===== src/shared/ipdc_consts.vh =====
/*
 * constants of the idle / power-down controller: power control bit
 * positions, reset values, vectors and reset timing counts.
 * assumes one oscillator-derived clock of 200 MHz.
 */
`ifndef IPDC_CONSTS_VH
`define IPDC_CONSTS_VH

// ============================================================
// power control register fields
`define IPDC_POWER_CONTROL_REG_IDLE_BIT      0
`define IPDC_POWER_CONTROL_REG_PD_BIT        1
`define IPDC_POWER_CONTROL_REG_WIDTH         8
`define IPDC_POWER_CONTROL_REG_RESET         8'h00

// ============================================================
// vectors and reset values
`define IPDC_RESET_VECTOR       16'h0000
`define IPDC_WAKE_VECTOR        16'h0023
`define IPDC_PORT_RESET         8'hFF
`define IPDC_PORT_WIDTH         8

// ============================================================
// reset pin qualification: 24 oscillator periods (two machine cycles)
`define IPDC_RESET_OSC_PERIODS  24
`define IPDC_CLK_PERIOD_PS      5000
`define IPDC_OSC_PERIOD_PS      5000
`define IPDC_RESET_CYCLES       ((`IPDC_RESET_OSC_PERIODS * `IPDC_OSC_PERIOD_PS + `IPDC_CLK_PERIOD_PS - 1) / `IPDC_CLK_PERIOD_PS)
`define IPDC_CNT_WIDTH          5

`endif


===== src/rtl/ipdc_idle_powerdown_controller.v =====
/*
 * idle and power-down controller: gates the core clock in idle, freezes
 * the oscillator in power-down, wakes idle on enabled interrupt or reset pin, power-down on reset pin only.
 * assumes the core pulses i_power_control_reg_we at completion of the writing
 * instruction and honours o_core_clk_en; all inputs except the asynchronous i_arst_n synchronous.
 */
`timescale 1ns/1ps
`default_nettype none
`include "ipdc_consts.vh"

module ipdc_idle_powerdown_controller (
  input  wire        i_clock,
  input  wire        i_arst_n,
  input  wire        i_reset_pin,
  input  wire        i_power_control_reg_we,
  input  wire [7:0]  i_power_control_reg_wdata,
  input  wire        i_irq_pending,
  input  wire        i_irq_enabled,
  output wire        o_osc_run,
  output wire        o_core_clk_en,
  output wire        o_periph_clk_en,
  output wire        o_ram_clk_en,
  output reg  [7:0]  o_power_control_reg,
  output reg         o_sfr_reset,
  output reg         o_ram_hold,
  output reg  [7:0]  o_port_latch_init,
  output reg         o_port_init,
  output reg         o_wake_irq,
  output reg         o_wake_vector_en,
  output reg  [15:0] o_wake_vector,
  output wire [2:0]  o_state
);

  // ============================================================
  // states
  localparam [2:0] ST_RUN  = 3'b001;
  localparam [2:0] ST_IDLE = 3'b010;
  localparam [2:0] ST_PD   = 3'b100;

  reg  [2:0]                   state_reg;
  reg  [2:0]                   state_next;
  reg  [`IPDC_CNT_WIDTH-1:0]   rst_cnt_reg;
  reg                          rst_done_reg;
  reg                          ie_latched_reg;
  wire                         rst_qual;
  wire                         wake_irq;

  // ============================================================
  // shared decode
  // write that asks for one low-power bit
  function power_control_reg_req;
    input       we;
    input [7:0] data;
    input integer pos;
    begin
      power_control_reg_req = we && data[pos];
    end
  endfunction

  // clocks that survive idle but stop in power-down
  function clk_alive;
    input [2:0] state;
    begin
      clk_alive = (state != ST_PD);
    end
  endfunction

  // reset pin just released with interrupts enabled
  function reset_wake;
    input done;
    input pin;
    input ie;
    begin
      reset_wake = done && !pin && ie;
    end
  endfunction

  assign rst_qual = i_reset_pin && (rst_cnt_reg == (`IPDC_RESET_CYCLES - 1));
  assign wake_irq = (state_reg == ST_IDLE) && i_irq_pending && i_irq_enabled;

  // ============================================================
  // reset pin qualification
  // two machine cycles
  always @(posedge i_clock or negedge i_arst_n) begin
    if (!i_arst_n) begin
      rst_cnt_reg  <= {`IPDC_CNT_WIDTH{1'b0}};
      rst_done_reg <= 1'b0;
    end else if (!i_reset_pin) begin
      rst_cnt_reg  <= {`IPDC_CNT_WIDTH{1'b0}};
      rst_done_reg <= 1'b0;
    end else if (rst_cnt_reg != (`IPDC_RESET_CYCLES - 1)) begin
      rst_cnt_reg  <= rst_cnt_reg + 1'b1;
    end else begin
      rst_done_reg <= 1'b1;
    end
  end

  // ============================================================
  // mode sequencing
  always @* begin
    state_next = state_reg;
    case (state_reg)
      ST_RUN: begin
        if (power_control_reg_req(i_power_control_reg_we, i_power_control_reg_wdata, `IPDC_POWER_CONTROL_REG_PD_BIT))
          state_next = ST_PD;
        else if (power_control_reg_req(i_power_control_reg_we, i_power_control_reg_wdata, `IPDC_POWER_CONTROL_REG_IDLE_BIT))
          state_next = ST_IDLE;
      end
      ST_IDLE: begin
        if (wake_irq)
          state_next = ST_RUN;
      end
      ST_PD: begin
        state_next = ST_PD;
      end
      default: state_next = ST_RUN;
    endcase
    // reset is the only way out of power-down
    if (rst_qual)
      state_next = ST_RUN;
  end

  always @(posedge i_clock or negedge i_arst_n) begin
    if (!i_arst_n) begin
      state_reg <= ST_RUN;
    end else begin
      state_reg <= state_next;
    end
  end

  // ============================================================
  // power control register
  always @(posedge i_clock or negedge i_arst_n) begin
    if (!i_arst_n) begin
      o_power_control_reg <= `IPDC_POWER_CONTROL_REG_RESET;
      ie_latched_reg      <= 1'b0;
    end else begin
      if (rst_qual) begin
        o_power_control_reg <= `IPDC_POWER_CONTROL_REG_RESET;
        ie_latched_reg      <= i_irq_enabled;
      end else if (state_reg == ST_RUN && i_power_control_reg_we) begin
        o_power_control_reg <= i_power_control_reg_wdata;
      end else if (wake_irq) begin
        o_power_control_reg[`IPDC_POWER_CONTROL_REG_IDLE_BIT] <= 1'b0;
      end
    end
  end

  // ============================================================
  // clock gates
  // core clock gated in idle
  assign o_core_clk_en   = (state_reg == ST_RUN);
  assign o_periph_clk_en = clk_alive(state_reg);
  assign o_ram_clk_en    = clk_alive(state_reg);
  assign o_osc_run       = clk_alive(state_reg);
  assign o_state         = state_reg;

  // ============================================================
  // reset outputs
  always @(posedge i_clock or negedge i_arst_n) begin
    if (!i_arst_n) begin
      o_sfr_reset       <= 1'b1;
      o_ram_hold        <= 1'b1;
      o_port_latch_init <= `IPDC_PORT_RESET;
      o_port_init       <= 1'b1;
    end else begin
      // RAM and registers held in power-down
      o_ram_hold        <= (state_next == ST_PD) || i_reset_pin;
      o_sfr_reset       <= rst_qual || rst_done_reg;
      o_port_init       <= i_reset_pin;
      o_port_latch_init <= `IPDC_PORT_RESET;
    end
  end

  // ============================================================
  // wake outputs
  always @(posedge i_clock or negedge i_arst_n) begin
    if (!i_arst_n) begin
      o_wake_irq        <= 1'b0;
      o_wake_vector_en  <= 1'b0;
      o_wake_vector     <= `IPDC_RESET_VECTOR;
    end else begin
      o_wake_irq        <= wake_irq;
      o_wake_vector_en  <= reset_wake(rst_done_reg, i_reset_pin, ie_latched_reg);
      o_wake_vector     <= reset_wake(rst_done_reg, i_reset_pin, ie_latched_reg) ?
                           `IPDC_WAKE_VECTOR : `IPDC_RESET_VECTOR;
    end
  end

endmodule
`default_nettype wire


===== config.mk =====
export PLATFORM = sky130hd
export DESIGN_NAME = ipdc_idle_powerdown_controller
export DESIGN_NICKNAME = d
export VERILOG_FILES = /design/src/rtl/ipdc_idle_powerdown_controller.v
export VERILOG_INCLUDE_DIRS = /design/src /design/src/shared
export SDC_FILE = /design/constraint.sdc
export NUM_CORES = 1
export LEC_CHECK = 0
export ABC_AREA = 1
export BUFFER_PORTS_ARGS = -buffer_cell sky130_fd_sc_hd__buf_2
export CORE_MARGIN = 3
export CORE_UTILIZATION = 45
export DETAILED_ROUTE_END_ITERATION = 10
export MAX_ROUTING_LAYER = met4
export PLACE_DENSITY = 0.78
export SLEW_MARGIN = 5
export SYNTH_ARGS = -nofsm -noshare
export SYNTH_HDL_FRONTEND = slang
export SYNTH_SLANG_ARGS = --single-unit

===== constraint.sdc =====
create_clock -name i_clock -period 1.74 [get_ports i_clock]
set_input_delay 0.174 -clock i_clock [delete_from_list [all_inputs] [get_ports i_clock]]
set_output_delay 0.174 -clock i_clock [all_outputs]
set_load 0.01 [all_outputs]

### Word-level counts from Yosys, hierarchy flattened

Index checks and enable logic that the tools add are counted.

* memories kept: 0
* RAM bits: 0
* latch bits: 0
* bits of input ports: 14
* memory bits (read-only): 0
* flip-flop bits (word level): 29

* add/sub/neg operators: 1
* bitwise logic cells: 0
* magnitude comparators: 0
* reductions and logical operators: 13
* equal/unequal tests: 9
* shifts and indexed selects: 0
* multiplexer cells: 14
* $mul: 0
* div/mod/pow operators: 0

Operators by type and width (count)
* $mux 3: 4
* $mux 5: 2
* $pmux 3 s3: 1
* $logic_and 1x1->1: 8
* $mux 8: 1
* $mux 7: 1
* $eq 3x3->1 const B: 2
* $mux 6: 1
* $add 5x1->5 const B: 1
* $eq 5x5->1 const B: 1
* $ne 5x5->1 const B: 1
* $mux 1: 4
* $eq 3x1->1 const B: 1
* $eq 3x2->1 const B: 1
* $ne 3x3->1 const B: 1
* $reduce_bool 3->1: 1
* $logic_or 1x1->1: 2
* $ne 2x1->1 const B: 1
* $ne 2x2->1 const B: 1
* $reduce_bool 2->1: 1
* $logic_not 1->1: 1

### Longest topological paths before layout

Gate-level depths: netlist of the first run.

* depth in word-level cells: 8
* gate-level depth with buffers: 8
* gate-level depth less buffers: 8

### Worst setup path before layout of the first run

No wires, ideal clock.

* path type: reg2reg
* start point: register rst_cnt_reg[0]
* end point: register rst_cnt_reg[1]
* arrival time: 1.093 ns
* period minus slack after synthesis: 1.210 ns
* required time: 1.624 ns
* path slack: 0.530 ns
* cell stages (with the launch flop): 9
* library setup time: 0.116 ns
* path through: dfrtp_1 -> ha_1 -> nand2_1 -> inv_2 -> nand3_4 -> inv_2 -> buf_6 -> nand2_1 -> nand2_1

* cells in the longest elaborated chain, start to end: 3

Ends and longest elaborated chain
* from (decl): RTL line ipdc_idle_powerdown_controller.v:42 `` reg [`IPDC_CNT_WIDTH-1:0] rst_cnt_reg; ``
* from (signal assigned): RTL line ipdc_idle_powerdown_controller.v:86 `` rst_cnt_reg <= {`IPDC_CNT_WIDTH{1'b0}}; ``
* from (signal assigned): RTL line ipdc_idle_powerdown_controller.v:89 `` rst_cnt_reg <= {`IPDC_CNT_WIDTH{1'b0}}; ``
* from (signal assigned): RTL line ipdc_idle_powerdown_controller.v:92 `rst_cnt_reg <= rst_cnt_reg + 1'b1;`
* $add 5x1->5: RTL line ipdc_idle_powerdown_controller.v:92
* $mux 5: RTL line ipdc_idle_powerdown_controller.v:91 `` end else if (rst_cnt_reg != (`IPDC_RESET_CYCLES - 1)) begin ``
* $mux 5: RTL line ipdc_idle_powerdown_controller.v:88 `end else if (!i_reset_pin) begin`

Several ways; a longest one is shown, not always the timed one. The select of a mux whose other input is x is not followed.
A chain may end at the register's enable or synchronous reset.

### Final worst setup path of the first run

* start point: register state_reg[0], in the netlist o_state[0]
* end point: output port o_periph_clk_en

* cells in the longest elaborated chain, start to end: 1

Ends and longest elaborated chain
* from (decl): RTL line ipdc_idle_powerdown_controller.v:40 `reg [2:0] state_reg;`
* from (signal assigned): RTL line ipdc_idle_powerdown_controller.v:127 `state_reg <= state_next;`
* $ne 3x3->1: RTL line ipdc_idle_powerdown_controller.v:64 `clk_alive = (state != ST_PD);`
* to (decl): RTL line ipdc_idle_powerdown_controller.v:21 `output wire o_periph_clk_en,`

No other way between the ends.

==> results of run 1 <==
-- final timing paths --
check | from | depth (start not counted) | to
setup / recovery | o_state[0]$_DFF_PN1_ | 3 | o_periph_clk_en
hold / removal | i_reset_pin | 1 | o_port_init$_DFF_PN1_
setup reg to reg | rst_cnt_reg[0]$_DFFE_PN0N_ | 7 | rst_cnt_reg[0]$_DFFE_PN0N_
hold reg to reg | ie_latched_reg$_DFFE_PN0P_ | 2 | ie_latched_reg$_DFFE_PN0P_
max in group asynchronous | i_arst_n | 2 | o_port_init$_DFF_PN1_
min in group asynchronous | i_arst_n | 2 | o_wake_irq$_DFF_PN0_
-- metrics by stage --
stage,hold slack (ps),total power (uW)
6_report,25.88,1751
5_1_grt,10.07,1892
4_1_cts,16.88,1766
3_5_place_dp,167.3,1521
3_3_place_gp,162.4,1505
2_1_floorplan,-121.6,1304
-- cell type report --
class / instances / area share, %
Sequential cell: 23 / 43.12
Multi-Input combinational cell: 96 / 34.01
Timing Repair Buffer: 37 / 14.13
Inverter: 14 / 3.903
Tap cell: 30 / 2.788
Clock buffer: 3 / 1.673
Clock inverter: 1 / 0.3717
-- cell families after synthesis --
kind of cell | share of synthesized area [%]
other | 0.6125
flip-flops | 47.35
AO/OA/AOI/OAI | 5.102
XOR/XNOR | 0.7144
buffers and inverters | 21.12
AND/OR/NAND/NOR | 24.08
adder cells (fa/ha/maj) | 1.020
-- power groups by stage --
stage	clock network, uW	registers (uW)	logic (uW)
after floorplan	0	860	444
after global placement	0	796	709
after detailed placement	0	803	719
after CTS	252	792	722
after global routing	269	816	808
final	239	794	718
-- layout by cell type (no fill, tap or decap), types with 2 or more instances in the layout --
cell	instances
buf_2	36
o21ai_0	2
dfstp_2	4
nand2_1	36
conb_1	21
nor2_1	8
inv_2	5
dfrtp_1	19
inv_1	9
clkbuf_4	3
nand3_1	9
a21oi_1	9
-- layer usage --
layer / track usage, % / wire, microns / vias up
li1: - / - / 464
met1: 18.79 / 954 / 428
met2: 23.06 / 1109 / 43
met3: 2.895 / 195 / 5
met4: 4.967 / 34 / 0
met5: - / 0 / -
==> results_dict.tcl, run 1 <==
set metrics [dict create \
    outcome "completed" \
    synthTopCellsByCount "nand2_1, buf_4, dfrtp_1" \
    clock_sinks 23 \
    die_area_sq_um 3387 \
    seqPwrFrac_pct 45.3 \
    rows 18 \
    cp_slowest_cell "dfstp_2" \
    grt_max_degree 24 \
    irDropWorstVdd_mv 0.7872 \
    intPower_uw 1054 \
    place_ws_ps 470.4 \
    syn_inst 141 \
    ys_types 23 \
    cts-root-buf "clkbuf_4" \
    cts_tree "done" \
    ys.flop_type "dfrtp_1" \
    clkTransAtPathRegs_ps 120 \
    wl_per_cell_microns 11.24 \
    grt_pass1_wl_mm 3.739 \
    path_delay_family "flip-flops" \
    period_needed_ps 1501 \
    finalSetupTns_ps 0 \
    synth.most_common_cell "nand2_1" \
    cts_resized 0 \
    postRouteAntennaNets 0 \
    dr.pass1.iters 4 \
    postCtsHoldBufs 1 \
    design_area_sq_um 1346 \
    die_y_microns 58.20 \
    fin_worst_skew_ps 2.816 \
    crit_path_end_kind "output pin" \
    power_frac_comb_pct 41.0 \
    drv_slew 0 \
    initial_utilization_pct 48.18 \
    syn_to_final_growth_pct 9.796 \
    track_usage_pct 14.62 \
    cap_violations 0 \
    critPathLaunchType "register" \
    route.detailed.drc 0 \
    rsz0062_at_grt "no" \
    ys_warn_count 0 \
    synth-seq-cells 23 \
    setup_ws_ps 238.6 \
    fin_util_pct 52.90 \
    synth-edff-count 0 \
    arrival_ps 1330 \
    regArea_sq_um 580.6 \
    h-tree-depth 1 \
    placedCellCount 199 \
    hold_path_class "in -> reg" \
    layout.nets 190 \
    overflow 0 \
    clk_latency_ps 310 \
    cp_num_buf_inv 2 \
    fp.dieW_microns 58.20 \
    async_flop_share_pct 100.0 \
    placed_area_sq_um 1309 \
    cts_max_path_buffers 2 \
    dpl.hpwl_mm 1.815 \
    crit_fanout 5 \
    power_switching_uw 697.3 \
    powerDensity_nw_per_um2 1301 \
    grt_pass1_vias 848 \
    r2r_slack_ps 440 \
    port_buffers 36 \
    drt_iter0_markers 52 \
    crit_type "reg -> out" \
    routed-via-count 940 \
    yosysSeqAreaShare_pct 47.35 \
    antenna_found_initial 0 \
    power.static_leakage_uw 0.0007698 \
    cts_buffers 3 \
    n_antenna_cell 0 \
    p_sw_share_pct 39.83 \
    num-fill-cells 247 \
    clkPwrFrac_pct 13.7 \
    drive_gt1_share_pct 31.61 \
    core_sq_um 2545 \
    largest_register_ffs 8 \
    post-cts-setup-buffers 0 \
    via_per_inst 4.608 \
    multiInputGateArea_sq_um 457.9 \
    required_ps 1570 \
    min_period_over_period_pct 86.29 \
    yosysTopAreaCell "dfrtp_1" \
    slowest_delay_ps 620 \
    drt-total-wl_mm 2.293 \
    synth.area.top_cells "dfrtp_1, buf_4, nand2_1" \
    synth_area_sq_um 1226 \
    ioPinCount 58 \
    synth_top_area_share_pct 38.78 \
    finalSetupViolCount 0 \
    hold_violations 0 \
    stdcell_count 204 \
    globalplace.congestion 0.8776 \
    syn_avg_cell_area_sq_um 8.696 \
    crit_chain "inv_2 -> nand3_1 -> buf_2" \
    fmax_ghz 0.6661 \
]
(Power assumes the default switching activity.)
==> run 2: changes to the inputs <==
--- a/config.mk
+++ b/config.mk
@@ -10,9 +10,11 @@
 export BUFFER_PORTS_ARGS = -buffer_cell sky130_fd_sc_hd__buf_2
 export CORE_MARGIN = 3
 export CORE_UTILIZATION = 45
+export CTS_CLUSTER_DIAMETER = 50
 export DETAILED_ROUTE_END_ITERATION = 10
 export MAX_ROUTING_LAYER = met4
 export PLACE_DENSITY = 0.78
+export RECOVER_POWER = 25
 export SLEW_MARGIN = 5
 export SYNTH_ARGS = -nofsm -noshare
 export SYNTH_HDL_FRONTEND = slang
==> results_dict.tcl, run 2 (synthesis gave the netlist of run 1 again) <==
set metrics [dict create \
    irDropWorstVdd_mv 0.7910 \
    crit_path_end_kind "output pin" \
    wl_per_cell_microns 11.33 \
    cts-root-buf "clkbuf_4" \
    cp_slowest_cell "dfstp_2" \
    h-tree-depth 1 \
    fin_util_pct 52.80 \
    final_cell_mix "nand2_1, buf_2, conb_1" \
    slew_headroom_pct 20.69 \
    postRouteAntennaNets 0 \
    post-cts-setup-buffers 0 \
    powerDensity_nw_per_um2 1306 \
    fmax_ghz 0.6676 \
    finalSetupViolCount 0 \
    drv_slew 0 \
    grt_max_degree 24 \
    clock_sinks 23 \
    power_frac_comb_pct 41.0 \
    cts_max_path_buffers 2 \
    fp.dieW_microns 58.20 \
    die_y_microns 58.20 \
    via_per_inst 4.725 \
    largest_register_ffs 8 \
    grt_pass1_vias 848 \
    min_period_over_period_pct 86.09 \
    crit_type "reg -> out" \
    drt-total-wl_mm 2.311 \
    hold_violations 0 \
    crit_chain "inv_2 -> nand3_1 -> buf_2" \
    total_power_uw 1755 \
    path_delay_family "flip-flops" \
    critPathLaunchType "register" \
    fin_worst_skew_ps 4.050 \
    multiInputGateArea_sq_um 457.9 \
    antenna_found_initial 0 \
    finalSetupTns_ps 0 \
    period_needed_ps 1498 \
    final_common_cell "nand2_1" \
    clkPwrFrac_pct 13.8 \
    num-fill-cells 249 \
    slowest_delay_ps 620 \
    n_antenna_cell 0 \
    ioPinCount 58 \
    globalplace.congestion 0.8776 \
    core_sq_um 2545 \
    regArea_sq_um 580.6 \
    rows 18 \
    required_ps 1570 \
    crit_fanout 5 \
    dpl.hpwl_mm 1.815 \
    seqPwrFrac_pct 45.2 \
    dr.pass1.iters 4 \
    drt_iter0_markers 51 \
    tightest_slew_ps 1190 \
    power_switching_uw 701.7 \
    hold_path_class "in -> reg" \
    routed-via-count 964 \
    track_usage_pct 14.62 \
    cap_violations 0 \
    intPower_uw 1053 \
    fin_hold_ws_ps 84.30 \
    overflow 0 \
    route.detailed.drc 0 \
    outcome "completed" \
    clkTransAtPathRegs_ps 120 \
    power.static_leakage_uw 0.0007643 \
    port_buffers 36 \
    grt_pass1_wl_mm 3.739 \
    cts_buffers 3 \
    syn_to_final_growth_pct 9.592 \
    clk_latency_ps 310 \
    die_area_sq_um 3387 \
    p_sw_share_pct 39.99 \
    arrival_ps 1320 \
    layout.nets 190 \
    rsz0062_at_grt "no" \
    initial_utilization_pct 48.18 \
    cp_num_buf_inv 2 \
    drive_gt1_share_pct 30.46 \
    cts_tree "done" \
]
-- run 2: cell types whose count changed in the layout (fill, tap and decap cells not counted) --
cell	previous run	this run
buf_2	36	34
clkbuf_1	0	2
-- run 2: per-stage QoR --
stage          worst slack [ps]  cells  cell area [sq um]
2_1_floorplan             530.1    160               1297
3_3_place_gp              500.0    199               1309
3_5_place_dp              470.4    199               1309
4_1_cts                   241.4    204               1346
5_1_grt                   168.1    204               1344
6_report                  242.1    204               1344
-- run 2: what timing repair did --
item                      4_1_cts  5_1_grt
resized for setup               0        0
hold endpoints to repair       19        0
hold buffers                    1        0
-- run 2: layout make-up --
| type | count | area share (%) |
|---|---|---|
| clock buffer | 3 | 1.676 |
| clock inverter | 1 | 0.3724 |
| inverter | 14 | 3.911 |
| multi-input combinational | 96 | 34.08 |
| sequential | 23 | 43.20 |
| tap | 30 | 2.793 |
| timing repair buffer | 37 | 13.97 |
-- run 2: path summary, 6_finish.rpt --
kind	startpoint	endpoint	slack, ps	depth (start not counted)
setup / recovery	o_state[0]$_DFF_PN1_	o_osc_run	240	3
hold / removal	i_reset_pin	o_port_init$_DFF_PN1_	80	1
setup reg to reg	rst_cnt_reg[0]$_DFFE_PN0N_	rst_cnt_reg[0]$_DFFE_PN0N_	440	7
hold reg to reg	ie_latched_reg$_DFFE_PN0P_	ie_latched_reg$_DFFE_PN0P_	510	2
max in group asynchronous	i_arst_n	rst_cnt_reg[2]$_DFFE_PN0N_	420	2
min in group asynchronous	i_arst_n	o_wake_irq$_DFF_PN0_	620	2
-- run 2: metal layers --
| layer | vias to the layer above | track usage (%) | routed length, microns |
|---|---|---|---|
| met5 | - | - | 0 |
| met4 | 0 | 4.967 | 34 |
| met3 | 5 | 2.895 | 210 |
| met2 | 47 | 23.06 | 1118 |
| met1 | 448 | 18.79 | 947 |
| li1 | 464 | - | - |
-- run 2: worst register-to-register path, delay by kind of cell, from the launching register on --
kind | cells | cell delay [ps]
buffers and inverters | 2 | 180
AND/OR/NAND/NOR | 3 | 300
flip-flops | 1 | 430
adder cells (fa/ha/maj) | 1 | 220
AO/OA/AOI/OAI | 1 | 70
-- run 2: power by group through the flow --
| stage | Combinational, uW | Clock, uW | Sequential (uW) |
|---|---|---|---|
| floorplan | 444 | 0 | 860 |
| global placement | 709 | 0 | 796 |
| detailed placement | 719 | 0 | 803 |
| CTS | 722 | 252 | 792 |
| global route | 807 | 269 | 816 |
| finish | 719 | 242 | 794 |
